--- config.mk ---
export PLATFORM = sky130hd
export DESIGN_NAME = pswc_top
export DESIGN_NICKNAME = d
export VERILOG_FILES = /design/src/common/pswc_pkg.sv /design/src/common/pswc_btn_if.sv /design/src/hw/pswc_press_timer.sv /design/src/hw/pswc_top.sv
export SDC_FILE = /design/constraint.sdc
export NUM_CORES = 1
export LEC_CHECK = 0
export BUFFER_PORTS_ARGS = -buffer_cell sky130_fd_sc_hd__clkbuf_2
export CAP_MARGIN = 20
export CORE_MARGIN = 10
export CORE_UTILIZATION = 40
export DETAILED_ROUTE_END_ITERATION = 10
export SYNTH_ARGS = -nofsm -noshare
export SYNTH_HDL_FRONTEND = slang
export SYNTH_SLANG_ARGS = --single-unit
--- constraint.sdc ---
create_clock -name sys_clk -period 2.4 [get_ports sys_clk]
set_input_delay 0.48 -clock sys_clk [delete_from_list [all_inputs] [get_ports sys_clk]]
set_output_delay 0.48 -clock sys_clk [all_outputs]
set_load 0.1 [all_outputs]
--- src/common/pswc_pkg.sv ---
// package for the power state and wake controller: state codes, command codes,
// wake source indices and timing constants.
// assumes a single 40 MHz system clock.
package pswc_pkg;

	// ************************************************************
	// timing
	// ************************************************************
	localparam int unsigned CLK_KHZ       = 40000;
	localparam int unsigned PRESS_LONG_MS = 4000;
	localparam int unsigned DEBOUNCE_MS   = 20;
	localparam int unsigned LONG_CYC_DEF  = PRESS_LONG_MS * CLK_KHZ;
	localparam int unsigned DEB_CYC_DEF   = DEBOUNCE_MS * CLK_KHZ;
	localparam int unsigned CNT_W         = 28;

	// ************************************************************
	// states, one-hot
	// ************************************************************
	typedef enum logic [5:0] {
		ST_INIT = 6'h01,
		ST_S0   = 6'h02,
		ST_S1   = 6'h04,
		ST_S3   = 6'h08,
		ST_S4   = 6'h10,
		ST_S5   = 6'h20
	} pswc_state_type;

	// ************************************************************
	// software sleep commands and resume policy
	// ************************************************************
	localparam logic [1:0] CMD_S1 = 2'h0;
	localparam logic [1:0] CMD_S3 = 2'h1;
	localparam logic [1:0] CMD_S4 = 2'h2;
	localparam logic [1:0] CMD_S5 = 2'h3;

	localparam logic [1:0] AC_STAY_OFF = 2'h0;
	localparam logic [1:0] AC_POWER_ON = 2'h1;
	localparam logic [1:0] AC_LAST     = 2'h2;

	// ************************************************************
	// wake source indices
	// ************************************************************
	localparam int unsigned NWK     = 8;
	localparam int unsigned WK_LAN  = 0;
	localparam int unsigned WK_PME  = 1;
	localparam int unsigned WK_PCIE = 2;
	localparam int unsigned WK_RTC  = 3;
	localparam int unsigned WK_USB  = 4;
	localparam int unsigned WK_PS2  = 5;
	localparam int unsigned WK_RING = 6;
	localparam int unsigned WK_MDM  = 7;

	// ************************************************************
	// reset values
	// ************************************************************
	localparam logic RST_PS_ON = 1'b0;
	localparam logic RST_FAN   = 1'b0;
	localparam logic RST_STBY  = 1'b0;
	localparam logic RST_EVT   = 1'b0;

endpackage

--- src/common/pswc_btn_if.sv ---
// interface carrying press results from the button timer to the sequencer.
// assumes both ends on the same clock.
`timescale 1ns/1ps
`default_nettype none
interface pswc_btn_if;
	logic short_press;
	logic long_press;
	logic held;

	modport timer
	(
		output short_press,
		output long_press,
		output held
	);
	modport ctrl
	(
		input  short_press,
		input  long_press,
		input  held
	);
endinterface
`default_nettype wire

--- src/hw/pswc_press_timer.sv ---
// power button synchroniser, debouncer and press duration timer.
// assumes an active-low button pin, asynchronous to sys_clk.
`timescale 1ns/1ps
`default_nettype none
module pswc_press_timer
#(
	parameter int unsigned LONG_CYC = pswc_pkg::LONG_CYC_DEF,
	parameter int unsigned DEB_CYC  = pswc_pkg::DEB_CYC_DEF
)
(
	input  wire logic     sys_clk,
	input  wire logic     arst_n,
	input  wire logic     pwr_btn_n,
	pswc_btn_if.timer     btn
);
	import pswc_pkg::*;

	localparam logic [CNT_W-1:0] LONG_W = CNT_W'(LONG_CYC);
	localparam logic [CNT_W-1:0] DEB_W  = CNT_W'(DEB_CYC);

	logic [2:0]       sync_r;
	logic             deb_r;
	logic             deb_nxt;
	logic [CNT_W-1:0] deb_cnt_r;
	logic [CNT_W-1:0] deb_cnt_nxt;
	logic [CNT_W-1:0] press_cnt_r;
	logic [CNT_W-1:0] press_cnt_nxt;
	logic             long_done_r;
	logic             long_done_nxt;
	logic             short_r;
	logic             short_nxt;
	logic             long_r;
	logic             long_nxt;

	// ************************************************************
	// press measurement
	// ************************************************************
	always_comb
	begin
		deb_nxt       = deb_r;
		deb_cnt_nxt   = '0;
		press_cnt_nxt = press_cnt_r;
		long_done_nxt = long_done_r;
		short_nxt     = 1'b0;
		long_nxt      = 1'b0;
		if (sync_r[1] == sync_r[2] && sync_r[2] != deb_r)
		begin
			if (deb_cnt_r >= DEB_W - 1'b1)
				deb_nxt = sync_r[2];
			else
				deb_cnt_nxt = deb_cnt_r + 1'b1;
		end
		if (deb_r)
		begin
			if (press_cnt_r < LONG_W)
				press_cnt_nxt = press_cnt_r + 1'b1;
			if (press_cnt_r == LONG_W - 1'b1 && !long_done_r)
			begin
				long_nxt      = 1'b1;
				long_done_nxt = 1'b1;
			end
			if (!deb_nxt && !long_done_r && !long_nxt)
				short_nxt = 1'b1;
		end
		else
		begin
			press_cnt_nxt = '0;
			long_done_nxt = 1'b0;
		end
	end

	always_ff @(posedge sys_clk or negedge arst_n)
	begin
		if (!arst_n)
		begin
			sync_r      <= 3'h0;
			deb_r       <= 1'b0;
			deb_cnt_r   <= '0;
			press_cnt_r <= '0;
			long_done_r <= 1'b0;
			short_r     <= 1'b0;
			long_r      <= 1'b0;
		end
		else
		begin
			sync_r      <= {sync_r[1:0], ~pwr_btn_n};
			deb_r       <= deb_nxt;
			deb_cnt_r   <= deb_cnt_nxt;
			press_cnt_r <= press_cnt_nxt;
			long_done_r <= long_done_nxt;
			short_r     <= short_nxt;
			long_r      <= long_nxt;
		end
	end

	assign btn.short_press = short_r;
	assign btn.long_press  = long_r;
	assign btn.held        = deb_r;
endmodule
`default_nettype wire

--- src/hw/pswc_top.sv ---
// top of the power state and wake controller: sleep state sequencer,
// wake source gating, supply and fan control, resume after ac loss.
// assumes pins asynchronous to sys_clk; software command and policy inputs
// are on sys_clk. arst_n is the return of ac power.
`timescale 1ns/1ps
`default_nettype none
module pswc_top
#(
	parameter int unsigned LONG_CYC = pswc_pkg::LONG_CYC_DEF,
	parameter int unsigned DEB_CYC  = pswc_pkg::DEB_CYC_DEF
)
(
	input  wire logic                     sys_clk,
	input  wire logic                     arst_n,
	input  wire logic                     pwr_btn_n,
	input  wire logic                     lan_wake,
	input  wire logic                     pme_n,
	input  wire logic                     pcie_wake_n,
	input  wire logic                     rtc_alarm,
	input  wire logic                     usb_wake,
	input  wire logic                     ps2_wake,
	input  wire logic                     ring_n,
	input  wire logic                     modem_wake,
	input  wire logic                     sw_cmd_vld,
	input  wire logic [1:0]               sw_cmd,
	input  wire logic                     s5_wake_en,
	input  wire logic                     modem_internal,
	input  wire logic [1:0]               ac_policy,
	input  wire logic                     last_on_in,
	output var  pswc_pkg::pswc_state_type sys_state,
	output var  logic                     ps_on,
	output var  logic                     stby_on,
	output var  logic                     fan_on,
	output var  logic                     pwrbtn_evt,
	output var  logic                     last_on
);
	import pswc_pkg::*;

	pswc_btn_if btn ();

	logic [NWK-1:0] wk_pin;
	logic [NWK-1:0] wk_s1_r;
	logic [NWK-1:0] wk_s2_r;
	logic [NWK-1:0] wk_s3_r;
	logic [NWK-1:0] wk_r;
	logic [NWK-1:0] wk_nxt;

	pswc_state_type state_r;
	pswc_state_type state_nxt;
	logic           ps_on_r;
	logic           ps_on_nxt;
	logic           fan_r;
	logic           fan_nxt;
	logic           stby_r;
	logic           evt_r;
	logic           evt_nxt;
	logic           last_r;
	logic           last_nxt;
	logic           wake;

	// ************************************************************
	// button timing
	// ************************************************************
	pswc_press_timer
	#(
		.LONG_CYC (LONG_CYC),
		.DEB_CYC  (DEB_CYC)
	)
	u_timer
	(
		.sys_clk   (sys_clk),
		.arst_n    (arst_n),
		.pwr_btn_n (pwr_btn_n),
		.btn       (btn.timer)
	);

	// ************************************************************
	// wake pin synchronisers
	// ************************************************************
	always_comb
	begin
		wk_pin          = '0;
		wk_pin[WK_LAN]  = lan_wake;
		wk_pin[WK_PME]  = ~pme_n;
		wk_pin[WK_PCIE] = ~pcie_wake_n;
		wk_pin[WK_RTC]  = rtc_alarm;
		wk_pin[WK_USB]  = usb_wake;
		wk_pin[WK_PS2]  = ps2_wake;
		wk_pin[WK_RING] = ~ring_n;
		wk_pin[WK_MDM]  = modem_wake;
	end

	// a source counts only once stages two and three agree
	always_comb
	begin
		wk_nxt = wk_r;
		for (int i = 0; i < NWK; i++)
		begin
			if (wk_s2_r[i] == wk_s3_r[i])
				wk_nxt[i] = wk_s3_r[i];
		end
	end

	always_ff @(posedge sys_clk or negedge arst_n)
	begin
		if (!arst_n)
		begin
			wk_s1_r <= '0;
			wk_s2_r <= '0;
			wk_s3_r <= '0;
			wk_r    <= '0;
		end
		else
		begin
			wk_s1_r <= wk_pin;
			wk_s2_r <= wk_s1_r;
			wk_s3_r <= wk_s2_r;
			wk_r    <= wk_nxt;
		end
	end

	// ************************************************************
	// wake gating per sleep state
	// ************************************************************
	function automatic logic wake_ok
	(
		input pswc_state_type st,
		input logic [NWK-1:0] src,
		input logic           s5_en,
		input logic           mdm_int
	);
		logic ring;
		logic any_sleep;
		logic light;
		ring      = 1'b0;
		any_sleep = 1'b0;
		light     = 1'b0;
		// ring indicator pin or internal modem wake
		ring      = mdm_int ? src[WK_MDM] : src[WK_RING];
		any_sleep = (st == ST_S1) || (st == ST_S3) || (st == ST_S4) || (st == ST_S5);
		light     = (st == ST_S1) || (st == ST_S3);
		wake_ok   = 1'b0;
		// alarm and pcie wake from any sleep
		if (any_sleep && (src[WK_RTC] || src[WK_PCIE]))
			wake_ok = 1'b1;
		if (light && (ring || src[WK_USB] || src[WK_PS2]))
			wake_ok = 1'b1;
		// lan and pme, S5 only when enabled
		// enable comes from firmware, off by default
		if ((src[WK_LAN] || src[WK_PME]) && (light || st == ST_S4 || (st == ST_S5 && s5_en)))
			wake_ok = 1'b1;
	endfunction

	assign wake = wake_ok(state_r, wk_r, s5_wake_en, modem_internal);

	// ************************************************************
	// sequencer
	// ************************************************************
	always_comb
	begin
		state_nxt = state_r;
		evt_nxt   = 1'b0;
		case (state_r)
			ST_INIT:
			begin
				case (ac_policy)
					AC_POWER_ON: state_nxt = ST_S0;
					AC_LAST:     state_nxt = last_on_in ? ST_S0 : ST_S5;
					default:     state_nxt = ST_S5;
				endcase
			end
			ST_S0:
			begin
				if (btn.long_press)
					state_nxt = ST_S5;
				else if (btn.short_press)
				begin
					state_nxt = ST_S1;
					evt_nxt   = 1'b1;
				end
				else if (sw_cmd_vld)
				begin
					case (sw_cmd)
						CMD_S1:  state_nxt = ST_S1;
						CMD_S3:  state_nxt = ST_S3;
						CMD_S4:  state_nxt = ST_S4;
						default: state_nxt = ST_S5;
					endcase
				end
			end
			ST_S1, ST_S3, ST_S4:
			begin
				if (btn.long_press)
					state_nxt = ST_S5;
				else if (btn.short_press || wake)
				begin
					state_nxt = ST_S0;
					evt_nxt   = btn.short_press;
				end
			end
			ST_S5:
			begin
				if (btn.short_press || wake)
				begin
					state_nxt = ST_S0;
					evt_nxt   = btn.short_press;
				end
			end
			default: state_nxt = ST_S5;
		endcase
		// main rails only in S0 and S1
		ps_on_nxt = (state_nxt == ST_S0) || (state_nxt == ST_S1);
		fan_nxt   = (state_nxt == ST_S0) || (state_nxt == ST_S1);
		last_nxt  = (state_r == ST_INIT) ? last_on_in : ps_on_nxt;
	end

	always_ff @(posedge sys_clk or negedge arst_n)
	begin
		if (!arst_n)
		begin
			state_r <= ST_INIT;
			ps_on_r <= RST_PS_ON;
			fan_r   <= RST_FAN;
			stby_r  <= RST_STBY;
			evt_r   <= RST_EVT;
			last_r  <= 1'b0;
		end
		else
		begin
			state_r <= state_nxt;
			ps_on_r <= ps_on_nxt;
			fan_r   <= fan_nxt;
			// standby stays present once out of reset
			stby_r  <= 1'b1;
			evt_r   <= evt_nxt;
			last_r  <= last_nxt;
		end
	end

	assign sys_state  = state_r;
	assign ps_on      = ps_on_r;
	assign stby_on    = stby_r;
	assign fan_on     = fan_r;
	assign pwrbtn_evt = evt_r;
	assign last_on    = last_r;
endmodule
`default_nettype wire

**Word-level counts from Yosys, hierarchy flattened**

Index checks and enable logic that the tools add are counted.

- Logic and storage cells: 111
- Output and inout bits: 11
- Flip-flop bits (word level): 105
- Bits of input ports: 19

- Add/subtract/negate cells: 2
- Muxes and demuxes: 32
- $lt $le $gt $ge: 2
- Reductions and logical operators: 23
- Bitwise operators: 4
- Equality and inequality tests: 25

Operators by type and width:

| operator | count |
|---|---|
| $mux 28 | 4 |
| $add 28x1->28 const B | 2 |
| $mux 6 | 6 |
| $eq 28x28->1 const B | 1 |
| $ge 28x20->1 const B | 1 |
| $lt 28x28->1 const B | 1 |
| $pmux 6 s4 | 1 |
| $mux 1 | 18 |
| $pmux 6 s3 | 1 |
| $eq 6x2->1 const B | 2 |
| $eq 6x3->1 const B | 2 |
| $pmux 6 s2 | 1 |
| $logic_or 1x1->1 | 10 |
| $eq 1x1->1 | 9 |
| $logic_and 1x1->1 | 8 |
| $eq 6x1->1 const B | 1 |
| $eq 6x4->1 const B | 1 |
| $eq 6x5->1 const B | 1 |
| $eq 6x6->1 const B | 1 |
| $eq 2x1->1 const B | 2 |
| $eq 2x2->1 const B | 2 |
| $ne 2x2->1 const B | 2 |
| $not 1->1 | 4 |
| $logic_not 1->1 | 3 |
| 4 further kinds | 4 |

**Depth between registers and ports, before layout**

- Depth in word-level cells: 15
- Gate-level depth with buffers: 7
- Depth with buffers taken out: 6

**By module**

A second synthesis with hierarchy kept.

- Cell total of the unflattened synthesis: 452
- Area, all modules: 4832.1 sq um

Modules (own cells, without submodules):

| module | seq. area each (sq um) | area an instance (sq um) | cells each | times used |
|---|---|---|---|---|
| pswc_press_timer | 1576.5 | 3120.5 | 317 | 1 |
| pswc_top | 1052.3 | 1711.6 | 135 | 1 |

**Least setup slack after synthesis**

Ideal clock, no wire load.

- Path type: register -> register
- Start point: register state_r[3], in the netlist sys_state[3]
- End point: register fan_r, in the netlist fan_on
- Path buffers: 1
- Cell stages (with the launch flop): 7
- Clock period less this slack: 2418 ps
- Path slack: -18 ps
- Data required time: 2301 ps
- Data arrival time: 2319 ps
- Setup time: 99 ps
- Cell sequence: dfrtp_1 > clkbuf_1 > xor2_1 > o2111a_1 > a21oi_1 > o31a_1 > a311oi_1

- Word-level cells in the longest chain between the ends: 14
- Elaborated cells on any way between the ends: 28
- Classes of those cells: eq/ne (8); mux (9); reduce/logical (11)

Ends and longest elaborated chain:

| element | RTL line | source |
|---|---|---|
| from (decl) | pswc_top.sv:48 | `pswc_state_type state_r;` |
| from (signal assigned) | pswc_top.sv:230 | `state_r <= state_nxt;` |
| $eq 6x3->1 / $eq 6x4->1 (equally long branches) | pswc_top.sv:140, pswc_top.sv:141, pswc_top.sv:163 |  |
| $logic_or 1x1->1 | pswc_top.sv:140, pswc_top.sv:141 |  |
| $logic_or 1x1->1 | pswc_top.sv:140, pswc_top.sv:150 |  |
| $logic_or 1x1->1 | pswc_top.sv:140 | `any_sleep = (st == ST_S1) \|\| (st == ST_S3) \|\| (st == ST_S4) \|\| (st == ST_S5);` |
| $logic_and 1x1->1 | pswc_top.sv:144 | `if (any_sleep && (src[WK_RTC] \|\| src[WK_PCIE]))` |
| $mux 1 | pswc_top.sv:144 |  |
| $mux 1 | pswc_top.sv:146 | `if (light && (ring \|\| src[WK_USB] \|\| src[WK_PS2]))` |
| $mux 1 | pswc_top.sv:150 | `if ((src[WK_LAN] \|\| src[WK_PME]) && (light \|\| st == ST_S4 \|\| (st == ST_S5 && s5_en)))` |
| $logic_or 1x1->1 | pswc_top.sv:195, pswc_top.sv:203 |  |
| $mux 6 | pswc_top.sv:195, pswc_top.sv:203 |  |
| $mux 6 | pswc_top.sv:193 | `if (btn.long_press)` |
| $pmux 6 s4 (*) | pswc_top.sv:163 | `case (state_r)` |
| $eq 6x2->1 / $eq 6x3->1 (equally long branches) | pswc_top.sv:213 | `fan_nxt = (state_nxt == ST_S0) \|\| (state_nxt == ST_S1);` |
| $logic_or 1x1->1 (*) | pswc_top.sv:213 |  |
| named net fan_nxt | pswc_top.sv:53 | `logic fan_nxt;` |
| to (signal assigned) | pswc_top.sv:232 | `fan_r <= fan_nxt;` |
| to (decl) | pswc_top.sv:52 | `logic fan_r;` |

The timed path passes the listed nets; every way through them passes the cells marked *.
A chain may end at the register's enable or synchronous reset.

**Final worst setup path**

- Start point: register u_timer.press_cnt_r[22]
- End point: register u_timer.press_cnt_r[12]

- Word-level cells in the longest chain between the ends: 2

Ends and longest elaborated chain:

| element | RTL line | source |
|---|---|---|
| from (decl) | pswc_press_timer.sv:26 | `logic [CNT_W-1:0] press_cnt_r;` |
| from (signal assigned) | pswc_press_timer.sv:89 | `press_cnt_r <= press_cnt_nxt;` |
| $lt 28x28->1 | pswc_press_timer.sv:55 | `if (press_cnt_r < LONG_W)` |
| $ne 2x2->1 (no line) | n/a |  |

Every way passes these cells.

==> results by group <==
Power
  – Net Sw Power: 1320 uW
  – Pint: 2870 uW
  – Clock Power Share: 0.365
  – Switching portion of total power: 0.315
  – Comb power frac: 0.166
  – P per Cell Area: 760 mW/mm^2
  – Max IR drop VDD: 0.000354 V
  – Seq pwr share: 0.469
  – Pleak: 0.00236 uW

CTS
  – Post-CTS sizing: 0
  – CTS tree: yes
  – CTS sink count: 105
  – Hold_buf cts: 0
  – Clock Pin Slew Worst Setup and Hold Paths: 0.07 ns
  – Htree depth: 3
  – Clk root buf: clkbuf_16
  – Postcts setup bufs: 0
  – Clock latency on the worst-skew pair: 0.36 ns
  – Total CTS buffers: 9
  – Clock buffer depth: 2

Die
  – Rows: 39
  – IO Pins: 30
  – DIE WIDTH: 130 um
  – Die area: 0.0168 mm^2
  – Chip height: 130 um
  – Starting density of the core: 0.415
  – CORE AREA: 0.0116 mm^2

Synthesis
  – Yosys top cell area share: 0.542
  – Syn Inst Count: 460
  – Top cells by count, synth: 104 x dfrtp_1, 36 x nand2_1, 36 x nor2_1
  – Register area share after synthesis: 0.548
  – Synth area leader: dfrtp_1
  – Distinct cells, synth: 55
  – Synth Cell Area: 0.00480 mm^2
  – Mean Syn Cell Area: 10.4 um^2
  – Count leader, synth: dfrtp_1
  – Number of flops mapped to enable cells by yosys: 0
  – Synth Register Bits: 105
  – Prevailing post-synth register cell: dfrtp_1
  – Synth async-reset ratio: 1.00
  – Synth top area cells: dfrtp_1 54%, nand2_1 2.8%, nor2_1 2.8%
  – Ys Warns: 0

Worst hold path
  – Hold WC Path Type: input pin to async pin

Final layout
  – Util after Layout: 0.476
  – Nets: 525
  – Layout fillers: 1,076
  – Layout overhead on the synthesized area: 14.7%
  – Area taken by multi-input logic gates: 0.00203 mm^2
  – FF+latch area: 0.00263 mm^2
  – Layout cells sized above 1: 0.136
  – Diodes inserted: 0

Routing
  – Routed vias/inst: 5.50
  – WL final: 9.88 mm
  – DRT antenna net count: 0
  – Residual DRC: 0
  – Drt first pass iters: 4
  – DR WL/cell: 15.2 um
  – Iteration-0 DRC Markers: 224
  – Via count: 3,577

Global routing
  – Initial antenna violation count: 0
  – Largest net degree at the start of global routing: 52
  – GRT overflow: 0
  – Total GRT Usage: 0.125
  – Vias in the first global route: 3,532
  – First-pass GRT wire length: 16.9 mm

Job
  – Max-Cap Viols: 0

Timing
  – FMAX: 457 MHz
  – # setup viols final: 0
  – Slew HR: 0.596
  – Tcrit/Tclk final: 0.912
  – Unrepaired setup endpoints after global routing: false
  – Slew Limit Fails: 0
  – Max Clock Skew: 0.00927 ns
  – Number of hold violations in the final report: 0
  – Final Critical Period: 2.19 ns
  – Setup TNS: 0 ns
  – Worst-Margin Slew: 0.601 ns

Setup path
  – Worst EP arrival: 2.46 ns
  – End of the critical path: u_timer.press_cnt_r[12]
  – FF-to-FF Start: u_timer.press_cnt_r[22]
  – Crit Path Category: register to register
  – Reg2Reg Depth: 6
  – CP required: 2.67 ns
  – RR Endpoint: u_timer.press_cnt_r[12]
  – Critical path fanouts, max: 39
  – CP startpoint: u_timer.press_cnt_r[22]
  – Critical Path End Type: register
  – Startpoint types: register
  – Internal reg-to-reg setup slack: 0.21 ns

Place
  – Hpwl dp: 6.79 mm
  – PortBufs: 29
  – Routability Congestion: 0.829

Status
  – Status: complete, no violations
cell type report:
| type | count | area share |
|---|---|---|
| inverter | 16 | 0.0109 |
| clock inverter | 7 | 0.0152 |
| clock buffer | 9 | 0.0409 |
| timing repair buffer | 45 | 0.0532 |
| tap | 143 | 0.0325 |
| multi-input combinational | 325 | 0.369 |
| sequential | 105 | 0.478 |
state kept, by name (all words and copies together) (netlist names):
register and count:
wk_s3_r 8, u_timer.btn.long_press 1, u_timer.deb_cnt_r 28, last_on 1, u_timer.sync_r 3, wk_s2_r 8
fan_on 1, wk_r 8, pwrbtn_evt 1, u_timer.btn.short_press 1, wk_s1_r 8, sys_state 6
u_timer.long_done_r 1, u_timer.btn.held 1, u_timer.press_cnt_r 28, stby_on 1
through the flow:
stage | power, uW | setup slack, ns | hold slack, ns | instance area, um^2 | instances
after detailed placement | 2690 | 0.227 | 0.335 | 5190 | 634
after global routing | 4370 | 0.0871 | 0.109 | 5500 | 650
final | 4180 | 0.211 | 0.0834 | 5500 | 650
after CTS | 4230 | 0.223 | 0.0926 | 5500 | 650
after global placement | 2680 | 0.296 | 0.333 | 5190 | 634
after floorplan | 2490 | 0.0671 | 0.184 | 4830 | 468
worst min path at each step:
stage | from | to | slack [ns] | depth (start not counted)
finish | arst_n | wk_r[7] | 0.08 | 1
global placement | wk_s1_r[7] | wk_s2_r[7] | 0.33 | 0
global route | arst_n | wk_s3_r[3] | 0.11 | 1
detailed placement | wk_s1_r[4] | wk_s2_r[4] | 0.33 | 0
floorplan | arst_n | fan_on | 0.18 | 0
CTS | arst_n | wk_s1_r[3] | 0.09 | 1
cells in the final DEF (no fill, tap or decap), types with 2 or more instances in the layout:
master,instances
a311oi_1,2
buf_4,15
o21a_1,2
o31ai_1,15
xor2_1,12
a41oi_1,2
dfrtp_1,102
nor4b_1,3
xnor2_1,8
nand3_1,24
clkbuf_16,9
a211o_1,3
inv_6,3
nand4_1,18
nand2_1,36
dfrtp_2,2
conb_1,10
a21oi_1,19
mux2i_1,11
nand2b_1,14
o31a_1,5
and2_1,2
or3_1,2
and3_1,8
nor3_1,12
buf_12,2
o21ai_0,10
nor4_1,14
or4_1,12
and4_1,3
and3b_1,2
inv_1,16
ha_1,4
clkbuf_2,28
nor2b_1,4
o311ai_0,2
maj3_1,8
or2_2,2
o211ai_1,4
nor2_1,36
logic make-up (layout without fill, tap and decap cells):
group,Yosys count,after routing,synth area share
compound gates,77,77,0.112
xor+xnor,20,20,0.0365
fa+ha+maj,12,12,0.0271
buf+inv,38,77,0.0360
flops,105,105,0.548
mux,12,12,0.0253
other cells,2,10,0.00157
simple gates,194,194,0.214
critical path: stages, from the launching register on:
cell and delay, ns:
dfrtp_1 0.42, o311a_1 0.35, o31a_1 0.27, a41o_1 0.24, buf_12 0.17, or4_1 0.48
a21oi_1 0.17
metal layers:
layer	vias to the layer above	GRT usage	routed length, um
li1	1753	-	-
met1	1736	0.150	4420
met2	76	0.200	4710
met3	12	0.0477	616
met4	0	0.0450	136
met5	-	0	0
power by group through the flow:
stage / combinational (uW) / clock, uW / sequential [uW]
after CTS: 699 / 1580 / 1960
after global routing: 755 / 1640 / 1970
after detailed placement: 697 / 0 / 1990
after global placement: 693 / 0 / 1990
final: 694 / 1530 / 1960
after floorplan: 305 / 0 / 2190
Note: power is estimated with default switching activity, not from simulation.
